`src/cal_loader_pkg.sv`:
```
package cal_loader_pkg;

  // ----------------------------------------------------------------
  // clock and timing
  // ----------------------------------------------------------------
  localparam int unsigned CLOCK_HZ       = 20_000_000;
  localparam int unsigned REFRESH_MS     = 4;
  localparam int unsigned REFRESH_CYCLES = REFRESH_MS * (CLOCK_HZ / 1000);
  localparam int unsigned LISTEN_MS      = 10;
  localparam int unsigned LISTEN_CYCLES  = LISTEN_MS * (CLOCK_HZ / 1000);
  localparam int unsigned INIT_SPAN_BITS = 9;

  // ----------------------------------------------------------------
  // flash map
  // ----------------------------------------------------------------
  localparam int unsigned FLASH_BYTES       = 2048;
  localparam int unsigned PAGE_BYTES        = 512;
  localparam logic [10:0] OFFSET_TABLE_BASE = 11'h000;
  localparam logic [10:0] OFFSET_TABLE_END  = 11'h15f;
  localparam logic [10:0] SPAN_TABLE_BASE   = 11'h200;
  localparam logic [10:0] SPAN_TABLE_END    = 11'h35f;
  localparam logic [10:0] OFFSET_TC_ADDR    = 11'h380;
  localparam logic [10:0] SPAN_TC_ADDR      = 11'h382;
  localparam logic [10:0] FIRST_CONFIG_WORD_ADDR      = 11'h384;
  localparam logic [10:0] SECOND_CONFIG_WORD_ADDR      = 11'h386;
  localparam logic [7:0]  INDEX_MAX         = 8'haf;

  // ----------------------------------------------------------------
  // calibration word ids and config fields
  // ----------------------------------------------------------------
  localparam logic [2:0] W_OFFSET  = 3'h0;
  localparam logic [2:0] W_SPAN    = 3'h1;
  localparam logic [2:0] W_OFF_TC  = 3'h2;
  localparam logic [2:0] W_SPAN_TC = 3'h3;
  localparam logic [2:0] W_CFG1    = 3'h4;
  localparam logic [2:0] W_CFG2    = 3'h5;
  localparam int unsigned FAULT_EN_BIT = 6;
  localparam int unsigned MIRROR_LSB   = 0;
  localparam int unsigned REFRATE_LSB  = 8;

  // ----------------------------------------------------------------
  // serial command targets
  // ----------------------------------------------------------------
  localparam logic [3:0] CMD_DATA3     = 4'h3;
  localparam logic [3:0] CMD_LOAD      = 4'h4;
  localparam logic [3:0] CMD_GO_ANALOG = 4'h5;

  // ----------------------------------------------------------------
  // register bus map
  // ----------------------------------------------------------------
  localparam logic [7:0] REG_STATUS  = 8'h00;
  localparam logic [7:0] REG_CONTROL = 8'h04;
  localparam logic [7:0] REG_TRIMS   = 8'h08;
  localparam logic [7:0] REG_TEMPCO  = 8'h0c;
  localparam logic [7:0] REG_CONFIG  = 8'h10;
  localparam int unsigned CTL_RELOAD    = 0;
  localparam int unsigned CTL_ERASE     = 1;
  localparam int unsigned CTL_PAGE_LSB  = 2;
  localparam int unsigned CTL_FERR_CLR  = 4;

  typedef enum logic [3:0] {
    S_LISTEN = 4'b0001,
    S_CAL    = 4'b0010,
    S_LOAD   = 4'b0100,
    S_RUN    = 4'b1000
  } load_state_t;

  typedef enum logic [5:0] {
    RX_INIT  = 6'b000001,
    RX_MEAS  = 6'b000010,
    RX_IDLE  = 6'b000100,
    RX_START = 6'b001000,
    RX_DATA  = 6'b010000,
    RX_STOP  = 6'b100000
  } rx_state_t;

  typedef struct packed {
    logic [15:0] second_config_word;
    logic [15:0] first_config_word;
    logic [15:0] span_tempco_word;
    logic [15:0] offset_tempco_word;
    logic [15:0] span_trim_word;
    logic [15:0] offset_trim_word;
  } calibration_words_t;

  typedef struct packed {
    logic        rd;
    logic [10:0] addr;
    logic        erase;
    logic [1:0]  page;
  } flash_req_t;

endpackage

```
`src/temp_indexed_cal_loader.sv`:
```
// Overview of operation
// RL1 - span trims come from 176-entry word table
// RL2 - temperature sampled periodically into 8-bit index
// RL3 - index saturates at 0x00 and 0xaf
// RL4 - index picks which trim entries are fetched
// RL5 - offset table 0x000-0x15f, span 0x200-0x35f
// RL6 - each word built from two flash bytes
// RL7 - four 512-byte pages, erased one at once
// RL8 - tempco and config words from fixed addresses
// RL9 - host leaves bytes 0x400/0x401 untouched
// RL10 - six words loaded from flash or serial
// RL11 - listen timeout: analog mode, full flash load
// RL12 - refresh timer reloads index and trim words
// RL13 - serial activity while listening: calibration mode
// RL14 - go-analog command reloads all words from flash
// RL15 - enabled fault detect flags out-of-window inputs
// RL16 - fault in analog mode clips output low
// RL17 - first config word selects mirror ratio
// RL18 - bit rate measured from initialization byte
// RL19 - 8N1 characters, accepted only in digital mode
// RL20 - init byte 01h timed start to stop
// RL21 - host waits 2ms before init byte
// RL22 - command byte: low nibble target, high value
// RL23 - table address base plus twice index
// RL24 - low stop bit discards the character
`timescale 1ns/1ps
`default_nettype none

module temp_indexed_cal_loader
  import cal_loader_pkg::*;
#(
  parameter int unsigned REFRESH_CYCLES_P = REFRESH_CYCLES,
  parameter int unsigned LISTEN_CYCLES_P  = LISTEN_CYCLES
) (
  input  wire logic               clock_i,
  input  wire logic               rst_b_i,
  input  wire logic [7:0]         avs_address_i,
  input  wire logic               avs_read_i,
  input  wire logic               avs_write_i,
  input  wire logic [31:0]        avs_writedata_i,
  output logic      [31:0]        avs_readdata_o,
  output logic                    avs_waitrequest_o,
  input  wire logic               shared_output_pin_i,
  output logic                    shared_output_pin_o,
  output logic                    shared_output_pin_oe_o,
  input  wire logic signed [9:0]  temp_code_i,
  input  wire logic [1:0]         sensor_below_i,
  input  wire logic [1:0]         sensor_above_i,
  input  wire logic [7:0]         flash_data_i,
  output flash_req_t              flash_o,
  output calibration_words_t      calibration_words_o,
  output logic      [7:0]         temperature_table_index_o,
  output logic      [1:0]         bridge_mirror_ratio_o,
  output logic                    analog_mode_o,
  output logic                    fault_o,
  output logic                    clip_o
);

  // ----------------------------------------------------------------
  // declarations
  // ----------------------------------------------------------------
  load_state_t       st_q, st_d;
  logic [2:0]        item_q, item_d, last_q, last_d;
  logic [1:0]        step_q, step_d;
  logic [7:0]        low_q, low_d, index_q, index_d, temp_sat;
  logic [5:0][15:0]  words_q, words_d;
  logic [15:0]       data_q, data_d;
  logic [19:0]       refr_q, refr_d, listen_q, listen_d, refr_limit;
  flash_req_t        flash_q, flash_d;
  logic              fault_q, fault_d, clip_q, clip_d, analog_q, analog_d;
  rx_state_t         rx_q, rx_d;
  logic [19:0]       cnt_q, cnt_d;
  logic [15:0]       period_q, period_d;
  logic [2:0]        bit_q, bit_d;
  logic [7:0]        shift_q, shift_d, cmd_q, cmd_d;
  logic              cmd_valid_q, cmd_valid_d, pin_q, rises_q, rises_d;
  logic              ferr_q, ferr_d, rx_en, pin_fall, pin_rise;
  logic              wait_q, wait_d, bus_req, bus_take, ctl_write;
  logic [31:0]       rdata_q, rdata_d;
  logic [10:0]       word_addr;

  // ----------------------------------------------------------------
  // register bus slave
  // ----------------------------------------------------------------
  // one wait cycle per access; effects happen at the releasing edge
  assign bus_req   = avs_read_i | avs_write_i;
  assign bus_take  = bus_req & ~wait_q;
  assign ctl_write = bus_take & avs_write_i & (avs_address_i == REG_CONTROL);

  // decode during the wait cycle so data stands at the take edge
  always_comb begin
    wait_d  = ~(bus_req & wait_q);
    rdata_d = rdata_q;
    if (bus_req && wait_q && avs_read_i) begin
      if (avs_address_i == REG_STATUS) begin
        rdata_d = {16'h0, index_q, 3'h0, ferr_q, st_q == S_LOAD, fault_q, st_q == S_CAL, analog_q};
      end else if (avs_address_i == REG_TRIMS) begin
        rdata_d = {words_q[W_SPAN], words_q[W_OFFSET]};
      end else if (avs_address_i == REG_TEMPCO) begin
        rdata_d = {words_q[W_SPAN_TC], words_q[W_OFF_TC]};
      end else if (avs_address_i == REG_CONFIG) begin
        rdata_d = {words_q[W_CFG2], words_q[W_CFG1]};
      end else begin
        rdata_d = 32'h0;
      end
    end
  end

  always_ff @(posedge clock_i) begin
    if (!rst_b_i) begin
      wait_q  <= 1'b1;
      rdata_q <= 32'h0;
    end else begin
      wait_q  <= wait_d;
      rdata_q <= rdata_d;
    end
  end

  // ----------------------------------------------------------------
  // temperature index and flash addressing
  // ----------------------------------------------------------------
  // RL3 saturate index
  // RL1 limits lookups to 176 entries
  always_comb begin
    if (temp_code_i < 10'sd0) begin
      temp_sat = 8'h00;
    end else if (temp_code_i > $signed({2'b00, INDEX_MAX})) begin
      temp_sat = INDEX_MAX;
    end else begin
      temp_sat = temp_code_i[7:0];
    end
  end

  // RL5 table windows start at package bases
  // RL23 base plus twice index, low byte even
  // RL8 fixed homes for tempco and config
  always_comb begin
    case (item_q)
      W_OFFSET:  word_addr = OFFSET_TABLE_BASE + {2'b00, index_q, 1'b0};
      W_SPAN:    word_addr = SPAN_TABLE_BASE + {2'b00, index_q, 1'b0};
      W_OFF_TC:  word_addr = OFFSET_TC_ADDR;
      W_SPAN_TC: word_addr = SPAN_TC_ADDR;
      W_CFG1:    word_addr = FIRST_CONFIG_WORD_ADDR;
      default:   word_addr = SECOND_CONFIG_WORD_ADDR;
    endcase
  end

  // refresh period scales with the rate field of the second word
  assign refr_limit = 20'(REFRESH_CYCLES_P) * (20'(words_q[W_CFG2][REFRATE_LSB +: 2]) + 20'h1);

  // ----------------------------------------------------------------
  // mode and loader state machine
  // ----------------------------------------------------------------
  always_comb begin
    st_d     = st_q;
    item_d   = item_q;
    step_d   = step_q;
    last_d   = last_q;
    low_d    = low_q;
    words_d  = words_q;
    index_d  = index_q;
    refr_d   = refr_q;
    listen_d = listen_q;
    data_d   = data_q;
    flash_d  = '0;
    // RL7 erase one selected page
    if (ctl_write && avs_writedata_i[CTL_ERASE] && st_q != S_LOAD) begin
      flash_d.erase = 1'b1;
      flash_d.page  = avs_writedata_i[CTL_PAGE_LSB +: 2];
    end
    case (st_q)
      S_LISTEN: begin
        // RL13 activity keeps calibration mode
        if (pin_fall) begin
          st_d = S_CAL;
        // RL11 timeout loads all six words
        end else if (listen_q == 20'(LISTEN_CYCLES_P - 1)) begin
          st_d    = S_LOAD;
          index_d = temp_sat;
          item_d  = W_OFFSET;
          step_d  = 2'h0;
          last_d  = W_CFG2;
        end else begin
          listen_d = listen_q + 20'h1;
        end
      end
      S_CAL: begin
        // RL22 target nibble then value nibble
        if (cmd_valid_q) begin
          if (cmd_q[3:0] <= CMD_DATA3) begin
            data_d[cmd_q[1:0] * 4 +: 4] = cmd_q[7:4];
          // RL10 serial load of one word
          end else if (cmd_q[3:0] == CMD_LOAD && cmd_q[6:4] <= W_CFG2) begin
            words_d[cmd_q[6:4]] = data_q;
          // RL14 reload everything on entry
          end else if (cmd_q[3:0] == CMD_GO_ANALOG) begin
            st_d    = S_LOAD;
            index_d = temp_sat;
            item_d  = W_OFFSET;
            step_d  = 2'h0;
            last_d  = W_CFG2;
          end
        end
      end
      S_LOAD: begin
        // RL6 two byte reads per word
        // RL4 index-selected entries go to trims
        flash_d.rd   = ~step_q[1];
        flash_d.addr = word_addr + {10'h0, step_q[0]};
        step_d       = step_q + 2'h1;
        if (step_q == 2'h2) begin
          low_d = flash_data_i;
        end
        if (step_q == 2'h3) begin
          words_d[item_q] = {flash_data_i, low_q};
          if (item_q == last_q) begin
            st_d   = S_RUN;
            refr_d = 20'h0;
          end else begin
            item_d = item_q + 3'h1;
          end
        end
      end
      S_RUN: begin
        // RL12 periodic index and trim refresh
        // RL2 new index every refresh period
        if (refr_q >= refr_limit - 20'h1) begin
          st_d    = S_LOAD;
          index_d = temp_sat;
          item_d  = W_OFFSET;
          step_d  = 2'h0;
          last_d  = W_SPAN;
          refr_d  = 20'h0;
        end else if (ctl_write && avs_writedata_i[CTL_RELOAD]) begin
          st_d    = S_LOAD;
          index_d = temp_sat;
          item_d  = W_OFFSET;
          step_d  = 2'h0;
          last_d  = W_CFG2;
        end else begin
          refr_d = refr_q + 20'h1;
        end
      end
      default: st_d = S_LISTEN;
    endcase
  end

  // RL15 window fault gated by enable
  // RL16 clip through all of analog mode, reloads included
  always_comb begin
    analog_d = (st_d == S_LOAD) | (st_d == S_RUN);
    fault_d  = words_q[W_CFG2][FAULT_EN_BIT] & (|sensor_below_i | |sensor_above_i);
    clip_d   = analog_q & fault_q;
  end

  always_ff @(posedge clock_i) begin
    if (!rst_b_i) begin
      st_q     <= S_LISTEN;
      item_q   <= 3'h0;
      step_q   <= 2'h0;
      last_q   <= 3'h0;
      low_q    <= 8'h0;
      words_q  <= '0;
      index_q  <= 8'h0;
      refr_q   <= 20'h0;
      listen_q <= 20'h0;
      data_q   <= 16'h0;
      flash_q  <= '0;
      fault_q  <= 1'b0;
      clip_q   <= 1'b0;
      analog_q <= 1'b0;
    end else begin
      st_q     <= st_d;
      item_q   <= item_d;
      step_q   <= step_d;
      last_q   <= last_d;
      low_q    <= low_d;
      words_q  <= words_d;
      index_q  <= index_d;
      refr_q   <= refr_d;
      listen_q <= listen_d;
      data_q   <= data_d;
      flash_q  <= flash_d;
      fault_q  <= fault_d;
      clip_q   <= clip_d;
      analog_q <= analog_d;
    end
  end

  // ----------------------------------------------------------------
  // auto-baud serial receiver
  // ----------------------------------------------------------------
  // RL19 receiver held idle outside digital mode
  assign rx_en    = (st_q == S_LISTEN) | (st_q == S_CAL);
  assign pin_fall = pin_q & ~shared_output_pin_i;
  assign pin_rise = ~pin_q & shared_output_pin_i;

  always_comb begin
    rx_d        = rx_q;
    cnt_d       = cnt_q + 20'h1;
    period_d    = period_q;
    bit_d       = bit_q;
    shift_d     = shift_q;
    cmd_d       = cmd_q;
    cmd_valid_d = 1'b0;
    rises_d     = rises_q;
    // sticky framing flag, a new error beats the clear
    ferr_d      = ferr_q & ~(ctl_write & avs_writedata_i[CTL_FERR_CLR]);
    if (!rx_en) begin
      rx_d = RX_INIT;
    end else begin
      case (rx_q)
        RX_INIT: if (pin_fall) begin
          rx_d    = RX_MEAS;
          cnt_d   = 20'h1;
          rises_d = 1'b0;
        end
        // RL20 time start edge to stop bit
        // RL18 adopt host rate
        RX_MEAS: if (pin_rise) begin
          if (rises_q) begin
            period_d = 16'(cnt_q / 20'(INIT_SPAN_BITS));
            rx_d     = RX_IDLE;
          end else begin
            rises_d = 1'b1;
          end
        end
        RX_IDLE: if (pin_fall) begin
          rx_d  = RX_START;
          cnt_d = 20'h1;
        end
        RX_START: if (cnt_q == {5'h0, period_q[15:1]}) begin
          rx_d  = shared_output_pin_i ? RX_IDLE : RX_DATA;
          cnt_d = 20'h1;
          bit_d = 3'h0;
        end
        // RL19 eight bits, lsb first
        RX_DATA: if (cnt_q == {4'h0, period_q}) begin
          shift_d = {shared_output_pin_i, shift_q[7:1]};
          cnt_d   = 20'h1;
          bit_d   = bit_q + 3'h1;
          if (bit_q == 3'h7) begin
            rx_d = RX_STOP;
          end
        end
        // RL24 low stop bit discards
        RX_STOP: if (cnt_q == {4'h0, period_q}) begin
          rx_d = RX_IDLE;
          if (shared_output_pin_i) begin
            cmd_valid_d = 1'b1;
            cmd_d       = shift_q;
          end else begin
            ferr_d = 1'b1;
          end
        end
        default: rx_d = RX_INIT;
      endcase
    end
  end

  always_ff @(posedge clock_i) begin
    if (!rst_b_i) begin
      rx_q        <= RX_INIT;
      cnt_q       <= 20'h0;
      period_q    <= 16'h0;
      bit_q       <= 3'h0;
      shift_q     <= 8'h0;
      cmd_q       <= 8'h0;
      cmd_valid_q <= 1'b0;
      rises_q     <= 1'b0;
      ferr_q      <= 1'b0;
      pin_q       <= 1'b1;
    end else begin
      rx_q        <= rx_d;
      cnt_q       <= cnt_d;
      period_q    <= period_d;
      bit_q       <= bit_d;
      shift_q     <= shift_d;
      cmd_q       <= cmd_d;
      cmd_valid_q <= cmd_valid_d;
      rises_q     <= rises_d;
      ferr_q      <= ferr_d;
      pin_q       <= shared_output_pin_i;
    end
  end

  // ----------------------------------------------------------------
  // outputs
  // ----------------------------------------------------------------
  // receive-only here; the pin driver stays released
  assign shared_output_pin_o    = pin_q;
  assign shared_output_pin_oe_o = clip_q & ~clip_q;
  assign avs_readdata_o         = rdata_q;
  assign avs_waitrequest_o      = wait_q;
  assign flash_o                = flash_q;
  assign calibration_words_o    = calibration_words_t'(words_q);
  assign temperature_table_index_o = index_q;
  // RL17 mirror ratio field
  assign bridge_mirror_ratio_o  = words_q[W_CFG1][MIRROR_LSB +: 2];
  assign analog_mode_o          = analog_q;
  assign fault_o                = fault_q;
  assign clip_o                 = clip_q;
endmodule // temp_indexed_cal_loader

`default_nettype wire

```
`config.mk`:
```
export PLATFORM = sky130hd
export DESIGN_NAME = temp_indexed_cal_loader
export DESIGN_NICKNAME = d
export VERILOG_FILES = /design/src/cal_loader_pkg.sv /design/src/temp_indexed_cal_loader.sv
export SDC_FILE = /design/constraint.sdc
export NUM_CORES = 1
export LEC_CHECK = 0
export ABC_AREA = 1
export ABC_CLOCK_PERIOD_IN_PS = 9500
export BUFFER_PORTS_ARGS = -buffer_cell sky130_fd_sc_hd__buf_2
export CAP_MARGIN = 20
export CORE_UTILIZATION = 43
export CTS_CLUSTER_DIAMETER = 50
export DETAILED_ROUTE_END_ITERATION = 6
export HOLD_SLACK_MARGIN = 0.06
export PLACE_DENSITY = 0.61
export RECOVER_POWER = 50
export SLEW_MARGIN = 0
export SYNTH_ARGS = -nofsm -noshare
export SYNTH_HDL_FRONTEND = slang
export SYNTH_SLANG_ARGS = --single-unit
export TNS_END_PERCENT = 1
```
`constraint.sdc`:
```
create_clock -name clock_i -period 9.5 [get_ports clock_i]
set_input_delay 0.475 -clock clock_i [delete_from_list [all_inputs] [get_ports clock_i]]
set_output_delay 0.475 -clock clock_i [all_outputs]
set_load 0.1 [all_outputs]
```
==> summary.txt <==
Power and ir drop
  – Pwr dens: between 150 and 200 mW/mm2
  – Internal power: 0.00242 W
  – Reg power frac: 0.376
  – Combinational power share: 0.194
  – Net Sw Power: 0.00118 W
  – Clk network pwr share: 0.430
  – Pleak: roughly 7 nW
  – Switching portion of total power: 0.328
  – Worst IR Drop VDD: 149 uV

Clocking
  – CTS sink cnt: between 200 and 300
  – Num CTS Buffers: 39
  – H-tree Lvls: 2
  – CTS tree: yes
  – CTS hold repair buffers: 0
  – Clock Path Buffers: 3
  – Post_cts resized: 0
  – CTS clk-pin slew, worst paths: 0.06 ns
  – Clk_lat worst skew: 0.53 ns
  – CTS root buf: clkbuf_16
  – Post-CTS Setup Repair Bufs: 0

Status
  – Status: finished with violations
  – Failing checks: DRC, capacitance limit, slew limit

Timing
  – Final Cycle Share: 0.817
  – Fin Hold WS: 0.156 ns
  – Final setup viols: 0
  – RSZ-0062 raised after global routing: false
  – Final Critical Period: 7.76 ns
  – Fin. max-slew vios: 224
  – Setup TNS Final: 0 ns
  – Slew margin rel.: -1.81
  – Final Hold Viols: 0
  – Fmax: 0.129 GHz
  – Worst Skew: 0.0225 ns
  – Slew of the pin with the lowest slew margin: 4.21 ns

Floorplan
  – Die area: 0.0370 mm2
  – Core area: between 0.03 and 0.04 mm2
  – Chip width: 192 um
  – Starting Density: 0.437
  – Die Y: 192 um
  – Site row count: roughly 70
  – Top Ports: 226

Placement
  – GPL Wtd Cong: 0.980
  – HPWL after detailed placement: 36.4 mm
  – Port bufs: 196

Global route
  – Number of global-route vias before repair: 14,900
  – Initial antenna violation count: 2
  – First-pass GRT wire length: 78.9 mm
  – GRT Overall Usage: 0.270
  – Largest net degree at the start of global routing: 102
  – Gr ovfl total: 0

Setup path
  – Worst Path Arrival: 8.17 ns
  – Slowest Stage Delay on Critical Path: 0.38 ns
  – Most frequent CP cell: nand2_2
  – Crit-path max FO: 7
  – CP endpoint kind: flop
  – CP max-delay cell: dfxtp_1
  – CP Class: reg -> reg
  – Crit path required time: 9.91 ns
  – R2R Path Start: cnt_q[16]
  – Startpoint types: flop
  – CP startpoint: cnt_q[16]

Synthesis
  – Fraction of the yosys area taken by sequential cells: 0.378
  – Asr flop ratio synth: 0
  – Commonest cells post-synth: nand2_1 (354), inv_1 (301), dfxtp_1 (294), a21oi_1 (236), nor2_1 (179)
  – Top-area cell type share of the netlist area: 0.378
  – Largest area contributor in the netlist: dfxtp_1
  – Cell variety after synth: 55
  – Ys Warns: 0
  – Synth Cell Area: 0.0156 mm2
  – Top FF cell, synth: dfxtp_1
  – Synth Register Bits: 294
  – Post-synth EDFFs: 0
  – Synth Instances: 2,233
  – Avg Cell Area, Syn: between 6 and 7 um2
  – Synth area leaders: dfxtp_1 (38%), nand2_1 (8.5%), a21oi_1 (7.6%), inv_1 (7.2%), o21ai_0 (5.5%)
  – Most frequent cell after synthesis: nand2_1

Min path
  – Hold Crit Class: in -> reg
  – Min-delay src: avs_writedata_i[2]

Final layout
  – Fin util: 0.506
  – NumNets Final: 2,491
  – Syn-to-layout area delta: 15.7%
  – Layout cells sized above 1: 0.0853

Route
  – Initial DRC count: around 1,300
  – Final ANT Viol Nets: 0
  – Routed Wire Length: 50.2 mm
  – DRC: 14
  – DRT Pass-1 Iters: 7
  – Via count: about 16,000
  – Vias per cell: 5.53
  – Routed wire per std cell: between 15 and 20 um

Job
  – Max Cap Viol: 3
[worst max-delay path: cells and delay by family (launching register included)]
kind                       cells  cell delay (ns)
buffers and inverters          9             0.54
AOI/OAI and AO/OA              4             0.56
DFF                            1             0.38
adders and majority gates      1             0.17
and+or+nand+nor               59             5.73
xor gates and xnor gates       1             0.23
[stage by stage]
step                      instance area [um2]  worst slack (ns)  power (W)  cells
after floorplan                         15600              2.83    0.00189   2235
after global placement                  16900              2.05    0.00206   2807
after detailed placement                16900              1.80    0.00207   2807
after CTS                               18200              1.76    0.00362   2876
after global routing                    18000             0.641    0.00375   2876
final                                   18000              1.74    0.00360   2877
[flip-flops by register name (all words and copies together) (netlist names), 4 cells and up]
| register | flops |
|---|---|
| flash_o | 14 |
| listen_q | 20 |
| temperature_table_index_o | 8 |
| data_q | 16 |
| avs_readdata_o | 32 |
| cmd_q | 8 |
| cnt_q | 20 |
| period_q | 16 |
| low_q | 8 |
| rx_q | 6 |
| shift_q | 8 |
| st_q | 4 |
| refr_q | 20 |
| calibration_words_o | 94 |
[cells by family (layout without fill, tap and decap cells)]
logic type      Yosys count  after routing  synth area share
buf+inv                 429            609             0.104
flops                   294            294             0.378
compound gates          642            642             0.239
simple gates            802            802             0.232
fa+ha+maj                37             37            0.0297
xor+xnor                 27             27            0.0173
other cells               2              5          0.000482
[power by group through the flow]
stage                     combinational [W]  clock (W)  sequential [W]
final                              0.000698    0.00155         0.00135
after global routing               0.000768    0.00162         0.00136
after CTS                          0.000697    0.00157         0.00135
after detailed placement           0.000692          0         0.00138
after global placement             0.000684          0         0.00138
after floorplan                    0.000373          0         0.00152
[final cells by class]
class	count	area, um2
Fill cell	3683	17600
Antenna cell	1	2.50
Tap cell	461	577
Inverter	331	1240
Clock inverter	16	223
Timing Repair Buffer	209	873
Clock buffer	53	1140
Sequential cell	294	5890
Multi-Input combinational cell	1512	8090
[cell usage in the layout, fill, tap and decap left out, types with 11 or more instances in the layout]
cell type and count:
buf_2 38, clkinv_1 12, nor2_1 179, a221oi_1 23, xor2_1 17, o22ai_1 99
nand2_1 354, nand3_1 95, o21ai_0 172, o221ai_1 16, a31oi_1 11, nor3_1 48
nand2_2 42, ha_1 37, clkbuf_16 41, a211oi_1 32, dfxtp_1 294, buf_4 11
clkbuf_1 165, a21oi_1 236, o211ai_1 17, inv_1 301, inv_2 16, nand4_1 37
[routing by layer]
| layer | vias up | share of wire | wire length [um] | GRT usage |
|---|---|---|---|---|
| met5 | - | 0.00048 | 24 | 0 |
| met4 | 4 | 0.048 | 2430 | 0.128 |
| met3 | 137 | 0.065 | 3290 | 0.0386 |
| met2 | 544 | 0.45 | 22700 | 0.438 |
| met1 | 7357 | 0.43 | 21800 | 0.351 |
| li1 | 7863 | - | - | - |
[worst paths after layout]
path,endpoint,slack (ns),cells after the start
setup / recovery,period_q[0],1.74,74
hold / removal,flash_o[0],0.16,3
setup reg to reg,period_q[0],1.74,74
hold reg to reg,avs_waitrequest_o,0.46,1
Power figures use the tool's default switching activity.
